**src/hdl/scb_defines.svh**
```systemverilog
// Purpose: offsets, field positions, reset values and timing counts of the serial channel
// Assumes: register port with a 3-bit word address
// Notes: definitions only
`ifndef SCB_DEFINES_SVH
`define SCB_DEFINES_SVH

// register word addresses
`define SCB_ADDR_FORMAT     3'h0
`define SCB_ADDR_DIVISOR    3'h1
`define SCB_ADDR_CONTROL    3'h2
`define SCB_ADDR_TXBUF      3'h3
`define SCB_ADDR_STATUS     3'h4
`define SCB_ADDR_RXBUF      3'h5

// serial_format fields
`define SCB_FMT_SYNC        7
`define SCB_FMT_SEVEN       6
`define SCB_FMT_PAR_EN      5
`define SCB_FMT_PAR_ODD     4
`define SCB_FMT_TWO_STOP    3
`define SCB_FMT_MULTIPROC   2

// serial_control fields
`define SCB_CTL_TX_EN       5
`define SCB_CTL_RX_EN       4

// serial_status_flags fields
`define SCB_ST_TX_EMPTY     7
`define SCB_ST_RX_FULL      6
`define SCB_ST_OVERRUN      5
`define SCB_ST_FRAME_ERR    4
`define SCB_ST_PARITY_ERR   3
`define SCB_ST_TX_END       2
`define SCB_ST_MPB_RX       1
`define SCB_ST_MPB_TX       0

// reset values
`define SCB_RST_RXBUF       8'h00
`define SCB_RST_TXBUF       8'hFF
`define SCB_RST_FORMAT      8'h00
`define SCB_RST_DIVISOR     8'hFF
`define SCB_RST_CONTROL     8'h00

// timing: baud ticks per bit, sample points within a bit
`define SCB_TICK_LAST       4'hF
`define SCB_TICK_MID        4'h7
`define SCB_SYNC_HIGH_BIT   3

`endif

```
**src/hdl/scb_pkg.sv**
```systemverilog
// Purpose: types of the serial channel
// Assumes: nothing
// Notes: state of the channel is one packed struct
package scb_pkg;

    typedef enum logic [2:0] {
        PH_IDLE   = 3'b000,
        PH_START  = 3'b001,
        PH_DATA   = 3'b011,
        PH_PARITY = 3'b010,
        PH_STOP   = 3'b110
    } scb_phase_e;

    typedef struct packed {
        logic [7:0] serialFormat;
        logic [7:0] bitRateDivisor;
        logic [7:0] serialControl;
        logic [7:0] transmitBuffer;
        logic [7:0] receiveBuffer;
        logic [7:0] readData;
        logic       txBufferEmptyFlag;
        logic       rxBufferFullFlag;
        logic       overrunFlag;
        logic       frameErrFlag;
        logic       parityErrFlag;
        logic       txEndFlag;
        logic       mpbRx;
        logic       mpbTx;
        logic [5:0] prescaleCount;
        logic [7:0] baudCount;
        scb_phase_e txPhase;
        logic [7:0] transmitShifter;
        logic [3:0] txTick;
        logic [2:0] txBit;
        logic       txPar;
        logic       txSecondStop;
        logic       txLine;
        logic       serialClockLine;
        scb_phase_e rxPhase;
        logic [7:0] receiveShifter;
        logic [3:0] rxTick;
        logic [2:0] rxBit;
        logic       rxParBad;
    } scb_state_s;

endpackage

```
**src/hdl/scb_serial_channel.sv**
```systemverilog
// Purpose: data path and frame format of one serial channel
// Assumes: inputs synchronous to clock; reset wins over clockEnable
// Notes: baud tick = clock / 4^n / (divisor+1); one bit is 16 ticks in both modes
//
// Local design decisions: the strobed register port and the placing of the registers.
`timescale 1ns/1ns
`include "scb_defines.svh"
`default_nettype none

module scb_serial_channel
    import scb_pkg::*;
(
    // clock and reset
    input  wire logic       clock,
    input  wire logic       reset,
    input  wire logic       clockEnable,
    // register port
    input  wire logic [2:0] regAddr,
    input  wire logic [7:0] regWriteData,
    input  wire logic       regWrite,
    input  wire logic       regRead,
    output logic      [7:0] regReadData,
    // serial lines
    input  wire logic       receiveLine,
    output logic            transmitLine,
    output logic            serialClockOut
);

    scb_state_s s;
    scb_state_s n;
    logic       tick;
    logic       txBitEnd;
    logic       txFrameEnd;
    logic       rxSample;
    logic       rxFrameEnd;
    logic       syncMode;
    logic       sevenBits;
    logic       parityOn;
    logic       multiOn;
    logic [2:0] lastBit;
    function automatic logic [5:0] prescaleLimit(input logic [1:0] sel);
        unique case (sel)
            2'b00: prescaleLimit = 6'h00;
            2'b01: prescaleLimit = 6'h03;
            2'b10: prescaleLimit = 6'h0F;
            2'b11: prescaleLimit = 6'h3F;
        endcase
    endfunction
    function automatic logic [7:0] charData(input logic [7:0] raw, input logic seven);
        charData = seven ? {1'b0, raw[6:0]} : raw;
    endfunction
    assign regReadData    = s.readData;
    assign transmitLine   = s.txLine;
    assign serialClockOut = s.serialClockLine;
    always_comb begin
        n          = s;
        txFrameEnd = 1'b0;
        rxFrameEnd = 1'b0;
        syncMode   = s.serialFormat[`SCB_FMT_SYNC];
        sevenBits  = !syncMode && s.serialFormat[`SCB_FMT_SEVEN];
        multiOn    = !syncMode && s.serialFormat[`SCB_FMT_MULTIPROC];
        parityOn   = !syncMode && !multiOn && s.serialFormat[`SCB_FMT_PAR_EN];
        lastBit    = sevenBits ? 3'd6 : 3'd7;
        // baud generator
        tick = (s.prescaleCount == prescaleLimit(s.serialFormat[1:0]))
            && (s.baudCount == s.bitRateDivisor);
        if (s.prescaleCount == prescaleLimit(s.serialFormat[1:0])) begin
            n.prescaleCount = 6'h00;
            n.baudCount     = tick ? 8'h00 : s.baudCount + 8'h01;
        end else begin
            n.prescaleCount = s.prescaleCount + 6'h01;
        end
        // register port; shifters are not decoded here
        n.readData = 8'h00;
        if (regRead) begin
            unique case (regAddr)
                `SCB_ADDR_FORMAT:  n.readData = s.serialFormat;
                `SCB_ADDR_DIVISOR: n.readData = s.bitRateDivisor;
                `SCB_ADDR_CONTROL: n.readData = s.serialControl;
                `SCB_ADDR_TXBUF:   n.readData = s.transmitBuffer;
                `SCB_ADDR_STATUS:  n.readData = {s.txBufferEmptyFlag, s.rxBufferFullFlag,
                                                 s.overrunFlag, s.frameErrFlag,
                                                 s.parityErrFlag, s.txEndFlag,
                                                 s.mpbRx, s.mpbTx};
                `SCB_ADDR_RXBUF:   n.readData = s.receiveBuffer;
                default:           n.readData = 8'h00;
            endcase
        end
        if (regWrite) begin
            unique case (regAddr)
                `SCB_ADDR_FORMAT:  n.serialFormat   = regWriteData;
                `SCB_ADDR_DIVISOR: n.bitRateDivisor = regWriteData;
                `SCB_ADDR_CONTROL: n.serialControl  = regWriteData;
                `SCB_ADDR_TXBUF:   n.transmitBuffer = regWriteData;
                `SCB_ADDR_STATUS: begin
                    // a one written leaves a flag alone, a zero clears it; mpbTx takes the written bit, mpbRx is not written
                    n.txBufferEmptyFlag = s.txBufferEmptyFlag & regWriteData[`SCB_ST_TX_EMPTY];
                    n.rxBufferFullFlag  = s.rxBufferFullFlag & regWriteData[`SCB_ST_RX_FULL];
                    n.overrunFlag       = s.overrunFlag & regWriteData[`SCB_ST_OVERRUN];
                    n.frameErrFlag      = s.frameErrFlag & regWriteData[`SCB_ST_FRAME_ERR];
                    n.parityErrFlag     = s.parityErrFlag & regWriteData[`SCB_ST_PARITY_ERR];
                    n.txEndFlag         = s.txEndFlag & regWriteData[`SCB_ST_TX_END];
                    n.mpbTx             = regWriteData[`SCB_ST_MPB_TX];
                end
                default: ;
            endcase
        end
        // transmitter; flag sets below come after the writes so a set wins
        txBitEnd = tick && (s.txTick == `SCB_TICK_LAST);
        if (tick && s.txPhase != PH_IDLE) begin
            n.txTick = s.txTick + 4'h1;
        end
        if (!s.serialControl[`SCB_CTL_TX_EN]) begin
            n.txPhase = PH_IDLE;
        end else begin
            unique case (s.txPhase)
                PH_IDLE: ;
                PH_START: begin
                    if (txBitEnd) begin
                        n.txPhase = PH_DATA;
                    end
                end
                PH_DATA: begin
                    if (txBitEnd) begin
                        n.transmitShifter = {1'b1, s.transmitShifter[7:1]};
                        n.txBit           = s.txBit + 3'd1;
                        if (s.txBit == lastBit) begin
                            if (syncMode) begin
                                txFrameEnd = 1'b1;
                            end else if (parityOn || multiOn) begin
                                n.txPhase = PH_PARITY;
                            end else begin
                                n.txPhase      = PH_STOP;
                                n.txSecondStop = s.serialFormat[`SCB_FMT_TWO_STOP];
                            end
                        end
                    end
                end
                PH_PARITY: begin
                    if (txBitEnd) begin
                        n.txPhase      = PH_STOP;
                        n.txSecondStop = s.serialFormat[`SCB_FMT_TWO_STOP];
                    end
                end
                PH_STOP: begin
                    if (txBitEnd) begin
                        n.txSecondStop = 1'b0;
                        txFrameEnd     = !s.txSecondStop;
                    end
                end
                default: n.txPhase = PH_IDLE;
            endcase
        end
        if (txFrameEnd) begin
            n.txPhase   = PH_IDLE;
            n.txEndFlag = 1'b1;
        end
        // idle or frame end: take a pending byte with no gap
        if (s.serialControl[`SCB_CTL_TX_EN] && n.txPhase == PH_IDLE
                && !s.txBufferEmptyFlag) begin
            n.transmitShifter   = s.transmitBuffer;
            n.txBufferEmptyFlag = 1'b1;
            n.txEndFlag         = 1'b0;
            n.txTick            = 4'h0;
            n.txBit             = 3'd0;
            n.txPar             = multiOn ? s.mpbTx
                                : ^charData(s.transmitBuffer, sevenBits)
                                  ^ s.serialFormat[`SCB_FMT_PAR_ODD];
            n.txPhase           = syncMode ? PH_DATA : PH_START;
        end
        unique case (n.txPhase)
            PH_START:  n.txLine = 1'b0;
            PH_DATA:   n.txLine = n.transmitShifter[0];
            PH_PARITY: n.txLine = n.txPar;
            default:   n.txLine = 1'b1;
        endcase
        // receiver
        rxSample = tick && (s.rxTick == ((syncMode || s.rxPhase == PH_START)
                                         ? `SCB_TICK_MID : `SCB_TICK_LAST));
        if (tick && s.rxPhase != PH_IDLE) begin
            n.rxTick = s.rxTick + 4'h1;
        end
        if (!s.serialControl[`SCB_CTL_RX_EN]) begin
            n.rxPhase = PH_IDLE;
        end else begin
            unique case (s.rxPhase)
                PH_IDLE: begin
                    if (syncMode || !receiveLine) begin
                        n.rxPhase  = syncMode ? PH_DATA : PH_START;
                        n.rxTick   = 4'h0;
                        n.rxBit    = 3'd0;
                        n.rxParBad = 1'b0;
                    end
                end
                PH_START: begin
                    if (rxSample) begin
                        // a glitch shorter than half a bit is not a start
                        n.rxPhase = receiveLine ? PH_IDLE : PH_DATA;
                        n.rxTick  = 4'h0;
                    end
                end
                PH_DATA: begin
                    if (rxSample) begin
                        n.receiveShifter = {receiveLine, s.receiveShifter[7:1]};
                        n.rxBit          = s.rxBit + 3'd1;
                        if (s.rxBit == lastBit) begin
                            if (syncMode) begin
                                rxFrameEnd = 1'b1;
                            end else if (parityOn || multiOn) begin
                                n.rxPhase = PH_PARITY;
                            end else begin
                                n.rxPhase = PH_STOP;
                            end
                        end
                    end
                end
                PH_PARITY: begin
                    if (rxSample) begin
                        n.rxPhase  = PH_STOP;
                        n.rxParBad = parityOn && ((^charData(s.receiveShifter >> sevenBits,
                                     sevenBits) ^ receiveLine)
                                     != s.serialFormat[`SCB_FMT_PAR_ODD]);
                        if (multiOn) begin
                            n.mpbRx = receiveLine;
                        end
                    end
                end
                PH_STOP: begin
                    rxFrameEnd = rxSample;
                end
                default: n.rxPhase = PH_IDLE;
            endcase
        end
        if (rxFrameEnd) begin
            // back to idle at once so a low second stop counts as a start
            n.rxPhase = PH_IDLE;
            if (s.rxBufferFullFlag) begin
                n.overrunFlag = 1'b1;
            end else begin
                n.receiveBuffer    = charData(n.receiveShifter >> sevenBits,
                                              sevenBits);
                n.rxBufferFullFlag = 1'b1;
                n.frameErrFlag     = n.frameErrFlag
                                   | (s.rxPhase == PH_STOP && !receiveLine);
                n.parityErrFlag    = n.parityErrFlag | n.rxParBad;
            end
        end
        // synchronous clock low in the first half of each bit
        n.serialClockLine = !(syncMode
            && ((n.txPhase != PH_IDLE && !n.txTick[`SCB_SYNC_HIGH_BIT])
             || (n.txPhase == PH_IDLE && n.rxPhase != PH_IDLE
                 && !n.rxTick[`SCB_SYNC_HIGH_BIT])));
        if (reset) begin
            n                   = '0;
            n.serialFormat      = `SCB_RST_FORMAT;
            n.bitRateDivisor    = `SCB_RST_DIVISOR;
            n.serialControl     = `SCB_RST_CONTROL;
            n.transmitBuffer    = `SCB_RST_TXBUF;
            n.receiveBuffer     = `SCB_RST_RXBUF;
            n.txBufferEmptyFlag = 1'b1;
            n.txEndFlag         = 1'b1;
            n.txLine            = 1'b1;
            n.serialClockLine   = 1'b1;
        end
    end
    // reset acts even with the clock enable low
    always_ff @(posedge clock) begin
        if (reset || clockEnable) begin
            s <= n;
        end
    end
endmodule

`default_nettype wire

```
**config.mk**
```make
export PLATFORM = sky130hd
export DESIGN_NAME = scb_serial_channel
export DESIGN_NICKNAME = d
export VERILOG_FILES = /design/src/hdl/scb_pkg.sv /design/src/hdl/scb_serial_channel.sv
export VERILOG_INCLUDE_DIRS = /design/src /design/src/hdl
export SDC_FILE = /design/constraint.sdc
export NUM_CORES = 1
export LEC_CHECK = 0
export ABC_AREA = 1
export CAP_MARGIN = 20
export CORE_MARGIN = 5
export CORE_UTILIZATION = 45
export CTS_CLUSTER_DIAMETER = 80
export CTS_CLUSTER_SIZE = 28
export DETAILED_ROUTE_END_ITERATION = 8
export DONT_BUFFER_PORTS = 1
export PLACE_DENSITY_LB_ADDON = 0.15
export REMOVE_ABC_BUFFERS = 1
export SYNTH_ARGS = -nofsm -noshare
export SYNTH_HDL_FRONTEND = slang
export SYNTH_SLANG_ARGS = --single-unit
export TNS_END_PERCENT = 30
```
**constraint.sdc**
```tcl
create_clock -name clock -period 6.1 [get_ports clock]
set_input_delay 0.305 -clock clock [delete_from_list [all_inputs] [get_ports clock]]
set_output_delay 0.305 -clock clock [all_outputs]
set_load 0.05 [all_outputs]
```
==> results of run 1 <==
[worst max-delay path: stages, from the launching register on]
cell and delay [ns]:
edfxtp_1 0.58, inv_4 0.19, nand2_2 0.20, a21oi_1 0.19, nand2_1 0.08, o22ai_1 0.15, nand4_1 0.14, nor2_1 0.18
inv_1 0.08, o21ai_0 0.74
[power by group through the flow]
stage | registers [mW] | logic (mW) | clock network (mW)
floorplan | 0.981 | 0.184 | 0
global placement | 0.998 | 0.232 | 0
detailed placement | 1.00 | 0.237 | 0
CTS | 0.983 | 0.239 | 0.609
global route | 0.991 | 0.271 | 0.648
finish | 0.984 | 0.239 | 0.602
[metrics by stage]
stage | setup WS [ns] | hold WS [ns]
6_report | 3.21 | 0.141
5_1_grt | 2.93 | 0.127
4_1_cts | 3.20 | 0.133
3_5_place_dp | 3.20 | 0.505
3_3_place_gp | 3.29 | 0.502
2_1_floorplan | 3.61 | 0.490
[how the worst max path moves through the flow]
stage           start  endpoint  slack [ns]  cells after the start
2_1_floorplan  s[110]     s[71]        3.61                      9
5_1_grt        s[110]     s[75]        2.93                      9
4_1_cts        s[110]     s[77]        3.20                      9
3_5_place_dp   s[110]     s[76]        3.20                      9
3_3_place_gp   s[110]     s[73]        3.29                      9
6_report       s[110]     s[77]        3.21                      9
[registers in the layout, indices dropped and copies added, names as in the netlist]
signal and cells:
s 101, regReadData 8, serialClockOut 1, transmitLine 1
[cell type report]
type	instances	area, um2
Multi-Input combinational cell	480	2400
Sequential cell	111	3330
Tap cell	180	225
Clock inverter	6	66.3
Fill cell	1328	7070
Clock buffer	10	229
Inverter	111	420
Timing Repair Buffer	4	27.5
[synth_stat cells (all sizes together)]
| cell | n |
|---|---|
| nand3 | 31 |
| or2 | 2 |
| xnor2 | 12 |
| nor2 | 88 |
| clkinv | 1 |
| o21ai | 38 |
| ha | 6 |
| a211oi | 2 |
| mux2i | 1 |
| a311oi | 1 |
| a21oi | 36 |
| buf | 12 |
| a21boi | 2 |
| o41ai | 1 |
| nor3b | 2 |
| nand2 | 181 |
| o21a | 1 |
| and2 | 1 |
| clkbuf | 11 |
| nand4 | 15 |
| o221a | 1 |
| a221oi | 5 |
| o31ai | 1 |
| edfxtp | 111 |
| o22ai | 10 |
| inv | 110 |
| nor3 | 15 |
| and3 | 1 |
| a31oi | 10 |
| o211ai | 1 |
| nor4 | 2 |
| xor2 | 14 |
[per-layer routing]
metal | wire length, um | track usage, % | vias to the layer above
li1 | - | - | 2398
met1 | 6970 | 26.1 | 2186
met2 | 7160 | 31.2 | 155
met3 | 958 | 3.62 | 28
met4 | 368 | 6.74 | 0
met5 | 0 | 0 | -
[cells by family (layout without fill, tap and decap cells)]
| family | count (synthesis) | after routing | share of synthesized area (%) |
|---|---|---|---|
| adder cells (fa/ha/maj) | 6 | 6 | 1.19 |
| multiplexers | 1 | 1 | 0.159 |
| AO/OA/AOI/OAI | 109 | 109 | 10.0 |
| buffers and inverters | 134 | 131 | 8.72 |
| flip-flops | 111 | 111 | 53.0 |
| XOR/XNOR | 26 | 26 | 3.62 |
| AND/OR/NAND/NOR | 338 | 338 | 23.2 |
==> metrics.txt, run 1 <==
status=completed; nets=740; Period minus WS final=2.89 ns; vias=4767; final setup violation count=0; DRC errors left=0; Critical Path Sink Type=flip-flop; synthesized cell area=6280 um2; VDD IR max=0.145 mV; synthesis-stage register bit count=111; Area Overhead vs Synth=6.69%; Clock power frac=33.0%; Seq pwr share=53.9%; Slew @ Worst Pin=1.03 ns; Layout Utilization=48.7%; switching portion of total power=27.7%; DRT iter0 DRCs=493; largest cells by area after synthesis=edfxtp_1 (53%), nand2_1 (11%), inv_1 (6.0%), nor2_1 (4.8%), a21oi_1 (2.9%); CTS Buf Count=9; Max Slew Vio Count=0; Core Rows=43; port buffer count=0; diode count=0; Die X=128 um; Max Fclk=346 MHz; Starting Density=45.6%; Gate power share=13.1%; slew margin rel.=30.9%; Max-cap violations=0; CTS clk-pin slew, worst paths=0.07 ns; synth warn=0; cell count after synthesis=725; first-pass GRT wire length=24.4 mm; RSZ-0062 raised after global routing=no; clock root buffer=clkbuf_16; Worst EP required=6.08 ns; hold buffers post-CTS=0; Reg-to-Reg Start=s[110]; startpoint types=flip-flop; r2r setup slk=3.21 ns; Max H-tree Level=3; cell taking the most area after synthesis=edfxtp_1; Clock Path Buffers=2; core area=13800 um2; post-DR vias/cell=5.28; Layout Skew=0.0119 ns; Synth Area per Inst=8.67 um2; Worst Path Max Fanout=16; cell-internal power=1.32 mW; TritonRoute pass-1 iters=5; Fin Setup TNS=0 ns; share of cells above drive strength 1=6.65%; Die Y=128 um; post-CTS setup buffer count=0; die area=16400 um2; antenna violations before repair=0; Static Leak=2.76 nW; GR Util All Layers=19.3%; Worst R2R Path Depth=9; final period utilization=47.4%; Hold Path End=s[17]; Crit Reg-Reg Endpoint=s[77]; overall power=1.82 mW; GPL Wtd Cong=0.892; antenna-violating nets left=0; largest net degree at the start of global routing=44; Hold Vio Cnt, Final=0; Placed Cells=886; sequential element share of the synthesized area=53.0%; power density over the cells=272 nW/um2; Worst Path Arrival=2.87 ns; CTS tree=yes; worst min path class=primary input to flip-flop; hold depth=1; sw power=0.506 mW; Hold Startpoint=reset; WL per Instance=17.1 um; final std cells w/o fill=902; IO Count=27; Netlist cell types=47; cts repair resizes=0; Routed WL=15.5 mm; HPWL Detailed=11.6 mm; Sink Count=111; most common cell after layout, fill and taps aside=nand2_1; vias in the first global route=4533; most frequent cells in the layout=nand2_1 (176), edfxtp_1 (111), inv_1 (100), nor2_1 (80), a21oi_1 (36); top cell type's share of synthesized area=53.0%; final cell area excluding filler cells=6700 um2; GR Overflow Total=0; worst skew pair latency=0.36 ns; Placed Area=6410 um2; critical path type=flip-flop to flip-flop
Note: power is estimated with default switching activity, not from simulation.
==> run 2, diff against run 1 <==
- clock period: 6.1 -> 2.55 ns (I/O delays scaled with it)
==> run 2 against run 1 <==
  * Count of clock-buffer cells in the layout did not move
  * Clock power rose by 140%
  * Largest cell class unchanged
  * Cell count rose by 2.1%
  * Critical endpoint is now serialClockOut
  * Routed wire length rose by 3.5%
  * Combinational power rose to 2.6 times the previous value
  * Die area did not move
  * Global-route usage rose by 0.53 points
==> metrics.txt, run 2 (synthesis results as in run 1) <==
port buffer count=0; GR Overflow Total=0; diode count=0; clock root buffer=clkbuf_16; Fill cells=1313; CTS tree=yes; largest net degree at the start of global routing=43; max reg flops=101; most frequent cells in the layout=nand2_1 (176), edfxtp_1 (111), inv_1 (96), nor2_1 (77), a21oi_1 (35); IO Count=27; Slew @ Worst Pin=0.989 ns; power density over the cells=639 nW/um2; most flop-heavy register=s; Reg-to-Reg Start=s[45]; overall power=4.42 mW; worst min path class=primary input to flip-flop; DRT iter0 DRCs=336; nets=760; GPL Wtd Cong=0.952; Worst EP required=2.66 ns; Die X=128 um; share of cells above drive strength 1=10.4%; pre-CTS WS=0.0718 ns; final setup margin=0.168 ns; final setup violation count=0; vias in the first global route=4657; Die Y=128 um; crit path to=serialClockOut; Max Fclk=420 MHz; Worst R2R Path Depth=15; hold slack=0.00932 ns; r2r setup slk=0.17 ns; final std cells w/o fill=921; startpoint types=flip-flop; HPWL Detailed=11.9 mm; Area Overhead vs Synth=10.0%; Max H-tree Level=3; Max-cap violations=0; Core Rows=43; Hold Vio Cnt, Final=0; Layout Skew=0.0111 ns; Crit Reg-Reg Endpoint=serialClockOut; VDD IR max=0.353 mV; WL per Instance=17.4 um; antenna violations before repair=0; antenna-violating nets left=0; Routed WL=16.0 mm; worst skew pair latency=0.36 ns; Clock Path Buffers=2; Worst Path Max Fanout=6; first-pass GRT wire length=24.8 mm; vias=5005; slew margin rel.=34.0%; DRC errors left=0; TritonRoute pass-1 iters=5; Critical Path Sink Type=flip-flop; Placed Cells=903; status=completed; Period minus WS final=2.38 ns; Worst Path Arrival=2.49 ns; Sink Count=111; Starting Density=45.6%; Placed Area=6540 um2; Max Slew Vio Count=0; Critical path origin=s[45]; final period utilization=93.4%; die area=16400 um2; Static Leak=2.86 nW; Fin Setup TNS=0 ns; most common cell after layout, fill and taps aside=nand2_1; core area=13800 um2; final cell area excluding filler cells=6910 um2; CTS Buf Count=9; CTS clk-pin slew, worst paths=0.08 ns; post-DR vias/cell=5.43; critical path type=flip-flop to flip-flop; Layout Utilization=50.2%; GR Util All Layers=19.8%
run 2: timing repair:
action,CTS,global route
setup endpoints to repair,0,34
endpoints found under the hold margin,45,0
buffers inserted,0,1
hold buffers,2,0
gates resized for setup,0,14
run 2: report_power, final:
part / internal [mW] / switching (mW) / total, mW
sequential: 2.19 / 0.163 / 2.35
clock: 0.772 / 0.675 / 1.45
combinational: 0.220 / 0.400 / 0.620
total: 3.18 / 1.24 / 4.42
run 2: area by class of cell:
| class | instances | area (um2) | area share (%) |
|---|---|---|---|
| clock buffer | 10 | 229 | 3.31 |
| clock inverter | 5 | 67.6 | 0.978 |
| inverter | 111 | 420 | 6.08 |
| multi-input combinational | 480 | 2440 | 35.3 |
| sequential | 111 | 3330 | 48.2 |
| tap | 180 | 225 | 3.26 |
| timing repair buffer | 24 | 195 | 2.82 |
run 2: layer usage:
metal	GRT usage [%]	part of all wire, %	vias up
li1	-	-	2437
met1	26.2	44	2374
met2	31.9	47	169
met3	4.88	6.2	25
met4	7.05	2.7	0
met5	0	0	-
run 2: critical path: stages, from the launching register on:
cell and delay, ns:
edfxtp_1 0.48, inv_2 0.12, nand2_1 0.05, nand2_1 0.05, nand2_1 0.06, nor2_1 0.12
nand2_1 0.10, nor2_4 0.24, buf_4 0.15, nand3_1 0.11, nand3_1 0.10, nor2_1 0.06
a31oi_1 0.26, nand3_1 0.11, nand2_1 0.07, nand3_1 0.05
run 2: how the worst min path moves through the flow:
stage                     from     end  slack [ns]  depth (start not counted)
5_1_grt                  reset  s[103]        0.01                          1
3_5_place_dp             reset   s[35]        0.33                          1
4_1_cts        regWriteData[4]   s[99]       0.002                          2
2_1_floorplan            reset   s[56]        0.31                          1
3_3_place_gp             reset    s[7]        0.33                          1
6_report       regWriteData[4]   s[99]       0.009                          2
==> run 3, diff against run 2 <==
- CTS_BUF_LIST: not set -> sky130_fd_sc_hd__clkbuf_4 sky130_fd_sc_hd__clkbuf_8 sky130_fd_sc_hd__clkbuf_16
==> run 3 against run 2 <==
  * Combinational power barely moved
  * Setup slack lost 0.0024 ns
  * Design area barely moved
  * Die area unchanged
  * Non-clock buffer count is the same
  * Critical path type unchanged
  * Largest power group unchanged
==> metrics.txt, run 3 (synthesis results as in run 1) <==
Max H-tree Level=3; pre-CTS WS=0.0718 ns; WL per Instance=17.4 um; largest net degree at the start of global routing=43; IO Count=27; diode count=0; Max Fclk=419 MHz; power density over the cells=641 nW/um2; GR Util All Layers=19.8%; Max-cap violations=0; CTS tree=yes; Period minus WS final=2.38 ns; vias=5003; final setup margin=0.166 ns; Worst Path Arrival=2.49 ns; final period utilization=93.5%; most common cell after layout, fill and taps aside=nand2_1; Layout Skew=0.0132 ns; Worst Path Max Fanout=6; max reg flops=101; final setup violation count=0; VDD IR max=0.356 mV; Max Slew Vio Count=0; Slew @ Worst Pin=0.987 ns; worst skew pair latency=0.37 ns; Core Rows=43; antenna violations before repair=0; startpoint types=flip-flop; Starting Density=45.6%; DRC errors left=0; Die X=128 um; Sink Count=111; GR Overflow Total=0; Clock Path Buffers=2; post-DR vias/cell=5.43; core area=13800 um2; Critical Path Sink Type=flip-flop; Placed Area=6540 um2; hold slack=0.00624 ns; most flop-heavy register=s; die area=16400 um2; slew margin rel.=34.2%; Die Y=128 um; Worst EP required=2.66 ns; port buffer count=0; antenna-violating nets left=0; critical path type=flip-flop to flip-flop; share of cells above drive strength 1=10.5%; status=completed; Layout Utilization=50.2%; CTS Buf Count=9; nets=760; first-pass GRT wire length=24.8 mm; GPL Wtd Cong=0.952; Routed WL=16.0 mm; DRT iter0 DRCs=282; Area Overhead vs Synth=10.1%; CTS clk-pin slew, worst paths=0.08 ns; final cell area excluding filler cells=6920 um2; most frequent cells in the layout=nand2_1 (176), edfxtp_1 (111), inv_1 (96), nor2_1 (77), a21oi_1 (35); TritonRoute pass-1 iters=5; clock root buffer=clkbuf_16; vias in the first global route=4664; Static Leak=2.87 nW; worst min path class=primary input to flip-flop; Hold Vio Cnt, Final=0; HPWL Detailed=11.9 mm; overall power=4.43 mW
[run 3: cell counts in the layout (fill, tap and decap cells not counted)]
No cell type changed its count.
[run 3: critical path, stage by stage (launching register included)]
cell	delay, ns
edfxtp_1	0.47
inv_2	0.12
nand2_1	0.05
nand2_1	0.05
nand2_1	0.05
nor2_1	0.12
nand2_1	0.10
nor2_4	0.24
buf_4	0.15
nand3_1	0.11
nand3_1	0.10
nor2_1	0.06
a31oi_1	0.26
nand3_1	0.11
nand2_1	0.07
nand3_1	0.05
[run 3: final cells by class]
| class | instances | area (um2) |
|---|---|---|
| fillers | 1316 | 6860 |
| flip-flops and latches | 111 | 3330 |
| multi-input cells | 480 | 2440 |
| inverters | 111 | 420 |
| clock buffers | 10 | 233 |
| well taps | 180 | 225 |
| repair buffers | 24 | 195 |
| clock inverters | 5 | 67.6 |
[run 3: metal layers]
layer / track usage, % / up-vias / share of wire, %
met5: 0 / - / 0
li1: - / 2437 / -
met2: 31.8 / 165 / 47
met4: 7.05 / 0 / 2.5
met3: 4.88 / 21 / 6.6
met1: 26.2 / 2380 / 44
[run 3: timing repair]
item | in CTS | in global routing
resized for setup | 0 | 14
setup buffers | 0 | 1
endpoints found under the setup margin | 0 | 32
hold endpoints to repair | 45 | 0
hold buffers | 2 | 0
[run 3: worst paths after layout]
kind	startpoint	to	slack (ns)	cells past startpoint
min reg2reg	s[32]	s[31]	0.61	2
min	regWriteData[4]	s[99]	0.006	2
max reg2reg	s[45]	serialClockOut	0.17	15
max	s[45]	serialClockOut	0.17	15
[run 3: power breakdown]
group          switching, mW  internal (mW)  total (mW)
Sequential             0.164           2.19        2.35
Combinational          0.399          0.220       0.619
Clock                  0.680          0.783        1.46
Total                   1.24           3.19        4.43
[run 3: per-stage QoR]
step / TNS (ns) / std cells
5_1_grt: -0.0223 / 921
3_5_place_dp: 0 / 903
2_1_floorplan: 0 / 702
4_1_cts: 0 / 920
6_report: 0 / 921
3_3_place_gp: 0 / 902
